==> src/scf_consts.vh <==
// constants for the flash trigger configuration and fault flag bank
`ifndef SCF_CONSTS_VH
`define SCF_CONSTS_VH

// register offsets on the serial control bus
`define SCF_ADDR_CONTROL      8'h06
`define SCF_ADDR_TRIG_CFG     8'h07
`define SCF_ADDR_FAULT        8'h08

// control register fields
`define SCF_CTRL_MODE_LO      0
`define SCF_CTRL_MODE_HI      1
`define SCF_CTRL_RSVD_BIT     2
`define SCF_CTRL_OUT_ON_BIT   3
`define SCF_MODE_RST          2'h0
`define SCF_OUT_ON_RST        1'h0

// operating mode codes
`define SCF_MODE_EXT_TORCH    2'h0
`define SCF_MODE_INDICATOR    2'h1
`define SCF_MODE_ASSIST       2'h2
`define SCF_MODE_FLASH        2'h3

// flash trigger configuration fields
`define SCF_TRIG_LEVEL_BIT    6
`define SCF_TRIG_EN_BIT       7
`define SCF_TRIG_LEVEL_RST    1'h1
`define SCF_TRIG_EN_RST       1'h1

// fault register fields
`define SCF_FLT_UVLO_BIT      0
`define SCF_FLT_RSVD1_BIT     1
`define SCF_FLT_RSVD2_BIT     2
`define SCF_FLT_TXMASK_BIT    3
`define SCF_FLT_TIMEOUT_BIT   4
`define SCF_FLT_RST           1'h0

// read data value for unmapped offsets and reserved bits
`define SCF_RDATA_RST         8'h00

`endif

==> src/scf_sticky_flag.v <==
// one sticky fault flag, set by hardware, cleared by a host read
`timescale 1ns/1ps
`default_nettype none
`include "scf_consts.vh"

module scf_sticky_flag (
    input  wire core_clk,
    input  wire nrst,
    input  wire set_cond,
    input  wire rd_clr,
    output reg  flag_q
);

    reg flag_d;

    // set wins over clear: a fault still present survives the read
    always @* begin
        flag_d = flag_q;
        if (set_cond) begin
            flag_d = 1'b1;
        end else if (rd_clr) begin
            flag_d = 1'b0;
        end
    end

    always @(posedge core_clk or negedge nrst) begin
        if (!nrst) begin
            flag_q <= `SCF_FLT_RST;
        end else begin
            flag_q <= flag_d;
        end
    end

endmodule // scf_sticky_flag

`default_nettype wire

==> src/scf_regs.v <==
// flash trigger configuration, control and fault flag register bank
//
// Summary of operation
// [RULE1] assist mode drops the current's top bit, halving the maximum.
// [RULE2] trigger config bit 6 picks edge (0) or level (1) sensing; resets 1.
// [RULE3] trigger config bit 7 enables the trigger in flash mode; resets 1.
// [RULE4] fault bit 0 sets on undervoltage during a flash; resets 0.
// [RULE5] fault bit 3 sets when the mask/torch input is high during flash.
// [RULE6] fault bit 4 sets when a flash pulse hits the timeout limit.
// [RULE7] fault bits 1 and 2 are reserved, read only, read zero.
// [RULE8] mode 11 is flash; after each pulse mode and sink enable clear; a control write in the same cycle wins over the clear.
// [RULE9] fault flags hold until read; read clears unless fault persists.
`timescale 1ns/1ps
`default_nettype none
`include "scf_consts.vh"

module scf_regs #(
    parameter CUR_W = 8
) (
    input  wire             core_clk,
    input  wire             nrst,
    // register access from the serial control bus
    input  wire [7:0]       reg_addr,
    input  wire [7:0]       reg_wdata,
    input  wire             reg_wr,
    input  wire             reg_rd,
    output reg  [7:0]       reg_rdata_q,
    // current setting and its effective value
    input  wire [CUR_W-1:0] led_current_in,
    output reg  [CUR_W-1:0] eff_current_q,
    // flash sequencing and fault sources
    input  wire             flash_active,
    input  wire             flash_done,
    input  wire             uvlo_evt,
    input  wire             txmask_in,
    input  wire             timeout_evt,
    // flash trigger pin
    input  wire             trig_in,
    // control, configuration, trigger and fault flag outputs
    output reg  [1:0]       mode_q,
    output reg              out_on_q,
    output reg              trig_level_q,
    output reg              trig_en_q,
    output reg              flash_trig_q,
    output reg  [7:0]       fault_q
);

    reg  [1:0]       mode_d;
    reg              out_on_d;
    reg              trig_level_d;
    reg              trig_en_d;
    reg              flash_trig_d;
    reg              trig_prev_q;
    reg  [7:0]       reg_rdata_d;
    reg  [CUR_W-1:0] eff_current_d;
    reg  [7:0]       fault_d;

    wire             wr_ctrl;
    wire             wr_trig;
    wire             rd_fault;
    wire             uvlo_flag;
    wire             txmask_flag;
    wire             timeout_flag;
    wire             set_uvlo;
    wire             set_txmask;
    wire             set_timeout;
    wire             in_flash_mode;

    assign wr_ctrl       = reg_wr && (reg_addr == `SCF_ADDR_CONTROL);
    assign wr_trig       = reg_wr && (reg_addr == `SCF_ADDR_TRIG_CFG);
    assign rd_fault      = reg_rd && (reg_addr == `SCF_ADDR_FAULT);
    assign in_flash_mode = (mode_q == `SCF_MODE_FLASH);

    // control register

    always @* begin
        mode_d   = mode_q;
        out_on_d = out_on_q;
        // host write wins: a new flash command is never swallowed
        if (wr_ctrl) begin
            mode_d   = reg_wdata[`SCF_CTRL_MODE_HI:`SCF_CTRL_MODE_LO];
            out_on_d = reg_wdata[`SCF_CTRL_OUT_ON_BIT];
        end else if (flash_done && in_flash_mode) begin
            // [RULE8] auto clear after pulse
            mode_d   = `SCF_MODE_EXT_TORCH;
            out_on_d = 1'b0;
        end
    end

    always @(posedge core_clk or negedge nrst) begin
        if (!nrst) begin
            mode_q   <= `SCF_MODE_RST;
            out_on_q <= `SCF_OUT_ON_RST;
        end else begin
            mode_q   <= mode_d;
            out_on_q <= out_on_d;
        end
    end

    // trigger configuration

    always @* begin
        trig_level_d = trig_level_q;
        trig_en_d    = trig_en_q;
        if (wr_trig) begin
            // [RULE2] sensing type bit
            trig_level_d = reg_wdata[`SCF_TRIG_LEVEL_BIT];
            // [RULE3] trigger enable bit
            trig_en_d    = reg_wdata[`SCF_TRIG_EN_BIT];
        end
    end

    always @(posedge core_clk or negedge nrst) begin
        if (!nrst) begin
            trig_level_q <= `SCF_TRIG_LEVEL_RST;
            trig_en_q    <= `SCF_TRIG_EN_RST;
        end else begin
            trig_level_q <= trig_level_d;
            trig_en_q    <= trig_en_d;
        end
    end

    // trigger qualification

    // level mode follows the pin; edge mode gives one cycle per rise
    always @* begin
        flash_trig_d = 1'b0;
        // [RULE3] gate by enable and mode
        if (trig_en_q && in_flash_mode) begin
            // [RULE2] edge or level sensing
            if (trig_level_q) begin
                flash_trig_d = trig_in;
            end else begin
                flash_trig_d = trig_in && !trig_prev_q;
            end
        end
    end

    always @(posedge core_clk or negedge nrst) begin
        if (!nrst) begin
            trig_prev_q  <= 1'b0;
            flash_trig_q <= 1'b0;
        end else begin
            trig_prev_q  <= trig_in;
            flash_trig_q <= flash_trig_d;
        end
    end

    // effective current

    always @* begin
        eff_current_d = led_current_in;
        // [RULE1] assist drops top bit
        if (mode_q == `SCF_MODE_ASSIST) begin
            eff_current_d = {1'b0, led_current_in[CUR_W-2:0]};
        end
    end

    always @(posedge core_clk or negedge nrst) begin
        if (!nrst) begin
            eff_current_q <= {CUR_W{1'b0}};
        end else begin
            eff_current_q <= eff_current_d;
        end
    end

    // fault flags

    // [RULE4] undervoltage during flash
    assign set_uvlo    = uvlo_evt && flash_active;
    // [RULE5] mask input during flash
    assign set_txmask  = txmask_in && flash_active;
    // [RULE6] timeout limit reached
    assign set_timeout = timeout_evt;

    // [RULE9] sticky until read
    scf_sticky_flag u_flag_uvlo (
        .core_clk (core_clk),
        .nrst     (nrst),
        .set_cond (set_uvlo),
        .rd_clr   (rd_fault),
        .flag_q   (uvlo_flag)
    );

    scf_sticky_flag u_flag_txmask (
        .core_clk (core_clk),
        .nrst     (nrst),
        .set_cond (set_txmask),
        .rd_clr   (rd_fault),
        .flag_q   (txmask_flag)
    );

    scf_sticky_flag u_flag_timeout (
        .core_clk (core_clk),
        .nrst     (nrst),
        .set_cond (set_timeout),
        .rd_clr   (rd_fault),
        .flag_q   (timeout_flag)
    );

    // upper fault bits belong to other monitors and read zero here
    always @* begin
        fault_d = 8'h00;
        fault_d[`SCF_FLT_UVLO_BIT]    = uvlo_flag;
        fault_d[`SCF_FLT_TXMASK_BIT]  = txmask_flag;
        fault_d[`SCF_FLT_TIMEOUT_BIT] = timeout_flag;
        // [RULE7] reserved bits zero
        fault_d[`SCF_FLT_RSVD1_BIT]   = 1'b0;
        fault_d[`SCF_FLT_RSVD2_BIT]   = 1'b0;
    end

    always @(posedge core_clk or negedge nrst) begin
        if (!nrst) begin
            fault_q <= 8'h00;
        end else begin
            fault_q <= fault_d;
        end
    end

    // read path

    // data is captured at the read edge, before the clear lands
    always @* begin
        reg_rdata_d = reg_rdata_q;
        if (reg_rd) begin
            if (reg_addr == `SCF_ADDR_CONTROL) begin
                reg_rdata_d = `SCF_RDATA_RST;
                reg_rdata_d[`SCF_CTRL_MODE_HI:`SCF_CTRL_MODE_LO] = mode_q;
                reg_rdata_d[`SCF_CTRL_OUT_ON_BIT] = out_on_q;
            end else if (reg_addr == `SCF_ADDR_TRIG_CFG) begin
                reg_rdata_d = `SCF_RDATA_RST;
                reg_rdata_d[`SCF_TRIG_LEVEL_BIT] = trig_level_q;
                reg_rdata_d[`SCF_TRIG_EN_BIT]    = trig_en_q;
            end else if (reg_addr == `SCF_ADDR_FAULT) begin
                // [RULE9] return flags then clear
                reg_rdata_d = fault_d;
            end else begin
                reg_rdata_d = `SCF_RDATA_RST;
            end
        end
    end

    always @(posedge core_clk or negedge nrst) begin
        if (!nrst) begin
            reg_rdata_q <= `SCF_RDATA_RST;
        end else begin
            reg_rdata_q <= reg_rdata_d;
        end
    end

endmodule // scf_regs

`default_nettype wire

==> config.mk <==
export PLATFORM = sky130hd
export DESIGN_NAME = scf_regs
export DESIGN_NICKNAME = d
export VERILOG_FILES = /design/src/scf_sticky_flag.v /design/src/scf_regs.v
export VERILOG_INCLUDE_DIRS = /design/src
export SDC_FILE = /design/constraint.sdc
export NUM_CORES = 1
export LEC_CHECK = 0
export CAP_MARGIN = 20
export CORE_MARGIN = 2
export CORE_UTILIZATION = 55
export CTS_CLUSTER_SIZE = 28
export DETAILED_ROUTE_END_ITERATION = 7
export DONT_BUFFER_PORTS = 1
export PLACE_DENSITY = 0.7
export SYNTH_ARGS = -nofsm -noshare
export SYNTH_HDL_FRONTEND = slang
export SYNTH_HIERARCHICAL = 1
export SYNTH_SLANG_ARGS = --single-unit
==> constraint.sdc <==
create_clock -name core_clk -period 2.1 [get_ports core_clk]
set_input_delay 0.315 -clock core_clk [delete_from_list [all_inputs] [get_ports core_clk]]
set_output_delay 0.315 -clock core_clk [all_outputs]
set_load 0.05 [all_outputs]
==> flow_metrics.tcl, run 1 <==
set metrics [dict create \
    post_drt_via_cell_ratio 5.31 \
    vias 642 \
    critPathCapture "mode_q[1]" \
    netlist_instances 85 \
    critPathRequiredTime_ps 1780 \
    drtIter0Drc 3 \
    grt_overflow 0 \
    gp_congestion 0.719 \
    cp_max_fo 7 \
    p_sw_mw 0.245 \
    fin_crit_sh_pct 65.5 \
    switching_share_pct 27.8 \
    grt_pass1_vias 595 \
    ys_warn_count 6 \
    root_buffer "clkbuf_4" \
    synthesis.area_mm2 0.00107 \
    crit_start "mode_q[1]" \
    initial_core_util_pct 60.1 \
    antenna_found_initial 0 \
    worstSetupEndpointType "output port" \
    ir_worst_vdd_uv 565 \
    worstPathArrival_ps 1060 \
    dr.pass1.iters 3 \
    seqPwrFrac_pct 67.9 \
    regToRegEndpoint "mode_q[1]" \
    fp.dieW_um 48.1 \
    finalSetupViolCount 0 \
    htree_levels 1 \
    relSlewSlack_pct 58.9 \
    reg2reg_from "mode_q[0]" \
    yosysSeqAreaShare_pct 63.3 \
    p_comb_share_pct 8.6 \
    clkLatencyLatePin_ps 310 \
    final_net_count 131 \
    ant_nets 0 \
    avgSynthCellArea_um2 12.6 \
    drt_wl_total_um 1770 \
    tns_ps 0 \
    worst_pin_slew_ps 616 \
    cts_tree "yes" \
    period_minus_slack_ps 1380 \
    hpwlAfterDp_um 1310 \
    cts.clk_slew.worst_paths_ps 130 \
    fp.coreArea_mm2 0.00178 \
    io_buffers 0 \
    power_density_mw_per_mm2 735 \
    yosysUniqueCellTypes 25 \
    clkPwrFrac_pct 23.5 \
    synth-seq-cells 27 \
    route.detailed.wl_per_inst_um 14.6 \
    final_area_mm2 0.00120 \
    hp-class "input pin to flop" \
    postPlaceCellArea_mm2 0.00106 \
    synth_top_area_share_pct 58.4 \
    max-cap-violations 0 \
    r2r_cells 2 \
    r2r_slack_ps 800 \
    chipHeight_um 48.1 \
    worst_setup_path_start_kind "flop" \
    p_leak_nw 0.520 \
    clock-sinks 27 \
    final-hold-violation-count 0 \
    rsz0062_at_grt "no" \
    fp-row-count 15 \
    synth_area_leaders "dfrtp_1 58%, mux2_2 5.3%, buf_4 4.9%" \
    drv_slew 0 \
    numCtsBuffers 3 \
    grt_pass1_wl_um 2480 \
    layout_commonest_cell "dfrtp_1" \
    cp_num_cells 0 \
    critical_path_class "flop to output port" \
    area_delta_synth_final_pct 12.1 \
    yosys.area.top_type "dfrtp_1" \
    die_area_mm2 0.00232 \
    min_path_cells 1 \
    drive_above_1_share_pct 14.6 \
    cts_resized 0 \
    grt_start_max_net_pins 28 \
    p_int_mw 0.638 \
    final_cell_mix "25 x dfrtp_1, 11 x inv_1, 9 x dlygate4sd3_1, 7 x conb_1, 5 x mux2_2" \
    track_usage_pct 16.1 \
    clock_skew_ps 9.32 \
    max_freq_ghz 0.727 \
    clk_path_buf_depth 2 \
    drcViolationCount 0 \
    insertedDiodeCount 0 \
    outcome "complete, no violations" \
    boundaryPins 64 \
]
-- layout make-up --
type	count	area (um2)
repair buffers	10	110
inverters	11	41.3
well taps	25	31.3
clock buffers	4	26.3
fillers	135	582
multi-input cells	44	314
flip-flops and latches	27	678
-- power groups by stage --
stage,clock network (mW),registers [mW],logic [mW]
6_report,0.208,0.600,0.0757
5_1_grt,0.241,0.602,0.0834
4_1_cts,0.218,0.600,0.0647
3_5_place_dp,0,0.610,0.0487
3_3_place_gp,0,0.610,0.0481
2_1_floorplan,0,0.606,0.0592
-- routing by layer --
metal / track usage [%] / up-vias / routed length, um
met4: 5.41 / 0 / 0
met2: 26.4 / 35 / 905
met1: 19.2 / 310 / 690
met3: 7.04 / 0 / 169
met5: 0 / - / 0
li1: - / 297 / -
-- through the flow --
stage	setup slack, ps	std cells	utilization [%]	total power [mW]	hold WS (ps)
5_1_grt	664	121	67.4	0.926	68.9
6_report	725	121	67.4	0.883	91.1
2_1_floorplan	729	91	-	0.665	19.4
3_5_place_dp	677	107	59.7	0.658	20.0
4_1_cts	708	113	62.9	0.883	1.54
3_3_place_gp	689	107	59.7	0.658	19.9
-- cells by family (layout without fill, tap and decap cells) --
family | Yosys count | count (layout) | synth area share, %
buffers and inverters | 20 | 25 | 9.46
AO/OA/AOI/OAI | 16 | 16 | 10.6
flip-flops | 27 | 27 | 63.3
AND/OR/NAND/NOR | 16 | 16 | 11.0
other | 1 | 7 | 0.350
multiplexers | 5 | 5 | 5.26
-- registers in the layout, summed over array words and instances (netlist names) --
signal	cells
reg_rdata_q	6
trig_prev_q	1
u_flag_timeout/flag_q	1
mode_q	2
flash_trig_q	1
trig_en_q	1
fault_q	3
out_on_q	1
u_flag_uvlo/flag_q	1
eff_current_q	8
trig_level_q	1
u_flag_txmask/flag_q	1
-- worst min path at each step --
stage | endpoint | slack, ps | startpoint
2_1_floorplan | eff_current_q[0] | 20 | nrst
3_5_place_dp | fault_q[0] | 20 | nrst
5_1_grt | u_flag_timeout/flag_q | 70 | timeout_evt
4_1_cts | eff_current_q[4] | 2 | led_current_in[4]
3_3_place_gp | fault_q[0] | 20 | nrst
6_report | reg_rdata_q[6] | 90 | reg_rd
-- Yosys cell counts --
| cell type | number |
|---|---|
| nor4_4 | 1 |
| a21boi_0 | 2 |
| buf_4 | 7 |
| mux2_2 | 5 |
| nor2b_1 | 2 |
| dfstp_2 | 2 |
| nor3b_1 | 1 |
| a21o_1 | 3 |
| clkbuf_1 | 2 |
| and2_1 | 2 |
| dfrtp_1 | 25 |
| a21oi_1 | 2 |
| nand2_1 | 2 |
| inv_1 | 11 |
| and3b_1 | 1 |
| nand3_1 | 2 |
| a31oi_1 | 1 |
| a22oi_1 | 2 |
| conb_1 | 1 |
| and3_1 | 1 |
| a41o_1 | 2 |
| nand4_1 | 2 |
| and2_2 | 1 |
| and4_4 | 1 |
| o22ai_1 | 4 |
-- repair_timing --
item	4_1_cts	5_1_grt
hold endpoints to repair	27	8
buffers inserted	0	0
hold buffers	2	8
No activity file was read; power rests on OpenSTA's default activity.
==> run 2: changes to the inputs <==
==> constraint.sdc (replaced) <==
create_clock -name core_clk -period 1.4 [get_ports core_clk]
set_input_delay 0.21 -clock core_clk [delete_from_list [all_inputs] [get_ports core_clk]]
set_output_delay 0.21 -clock core_clk [all_outputs]
set_load 0.05 [all_outputs]
==> flow_metrics.tcl, run 2 (synthesis results as in run 1) <==
set metrics [dict create \
    ant_nets 0 \
    clock-sinks 27 \
    worstPathArrival_ps 1070 \
    drt_wl_total_um 1930 \
    cts_tree "yes" \
    max_flop_register "eff_current_q" \
    io_buffers 0 \
    grt_pass1_wl_um 2850 \
    htree_levels 1 \
    worst_setup_path_start_kind "flop" \
    hp-class "input pin to flop" \
    grt_pass1_vias 670 \
    crit_buf_inv 1 \
    cp_max_fo 4 \
    pre_cts_slack_ps 73.7 \
    layout_commonest_cell "dfrtp_1" \
    gp_congestion 0.733 \
    drive_above_1_share_pct 22.9 \
    grt_overflow 0 \
    initial_core_util_pct 60.1 \
    largest_reg_flops 8 \
    finalSetupViolCount 0 \
    cpMaxStageDelayCell "dfstp_2" \
    hpwlAfterDp_um 1450 \
    final-hold-violation-count 0 \
    insertedDiodeCount 0 \
    clock_skew_ps 1.58 \
    critPathMaxStageDelay_ps 570 \
    root_buffer "clkbuf_4" \
    fp.dieW_um 48.1 \
    final_net_count 144 \
    post-route-util_pct 73.1 \
    area_delta_synth_final_pct 21.7 \
    critical_path_class "flop to output port" \
    drtIter0Drc 7 \
    dr.pass1.iters 2 \
    route.detailed.wl_per_inst_um 14.4 \
    worstSetupEndpointType "output port" \
    path_delay_family "flip-flops" \
    worst_slack_ps 116 \
    die_area_mm2 0.00232 \
    track_usage_pct 18.7 \
    vias 687 \
    drv_slew 0 \
    fp-row-count 15 \
    fillers 131 \
    boundaryPins 64 \
    rsz0062_at_grt "no" \
    drcViolationCount 0 \
    max_freq_ghz 0.779 \
    outcome "complete, no violations" \
    layout_top_registers "eff_current_q (8), reg_rdata_q (6), fault_q (3)" \
    ir_worst_vdd_uv 828 \
    max-cap-violations 0 \
    power_density_mw_per_mm2 1030 \
    crit_chain "buf_4" \
    cts.clk_slew.worst_paths_ps 120 \
    grt_start_max_net_pins 28 \
    clkLatencyLatePin_ps 310 \
    antenna_found_initial 0 \
    fin_crit_sh_pct 91.7 \
    tns_ps 0 \
    p_total_mw 1.34 \
    fp.coreArea_mm2 0.00178 \
    critPathRequiredTime_ps 1190 \
    numCtsBuffers 3 \
    post_drt_via_cell_ratio 5.13 \
    p_leak_nw 0.586 \
    clk_path_buf_depth 2 \
    chipHeight_um 48.1 \
    period_minus_slack_ps 1280 \
    final_cell_mix "25 x dfrtp_1, 11 x inv_1, 11 x dlygate4sd3_1, 11 x buf_4, 7 x conb_1" \
]
run 2: cell count changes in the layout (fill, tap and decap cells not counted):
cell	previous run	this run
dlygate4sd3_1	9	11
buf_4	0	11
run 2: cell type report:
type                            count  area, um2  share of cell area, %
Clock buffer                        4       26.3                   2.02
Tap cell                           25       31.3                   2.40
Multi-Input combinational cell     44        314                   24.1
Timing Repair Buffer               23        213                   16.3
Inverter                           11       41.3                   3.17
Sequential cell                    27        678                   52.0
run 2: layer usage:
metal  part of all wire (%)  track usage [%]  up-vias
met5                      0                0        -
met4                    2.4             9.73        0
met3                    7.2             4.81        6
met2                     51             30.1       38
met1                     39             23.4      320
li1                       -                -      323
run 2: through the flow:
stage,cells,hold WS (ps),area (um2)
after global routing,134,3.11,1300
final,134,25.5,1300
after global placement,118,-85.1,1150
after floorplan,91,-85.6,1090
after CTS,134,8.18,1300
after detailed placement,118,-85.0,1150
run 2: what timing repair did:
action	4_1_cts	5_1_grt
hold buffers	12	0
setup buffers	0	0
resized for setup	0	0
hold endpoints to repair	40	0
run 2: path summary, 6_finish.rpt:
path	startpoint	end	slack (ps)	cells past startpoint
worst max register to register	mode_q[0]	reg_rdata_q[0]	350	3
min in group asynchronous	nrst	reg_rdata_q[3]	320	2
worst min-delay path	reg_rd	reg_rdata_q[7]	30	2
max in group asynchronous	nrst	trig_en_q	860	2
worst min register to register	u_flag_timeout/flag_q	fault_q[4]	430	0
worst max-delay path	trig_en_q	trig_en_q	120	1
run 2: report_power, final:
| part | internal (mW) | switching [mW] | total [mW] |
|---|---|---|---|
| logic | 0.0569 | 0.108 | 0.165 |
| clock network | 0.111 | 0.199 | 0.310 |
| registers | 0.805 | 0.0652 | 0.870 |
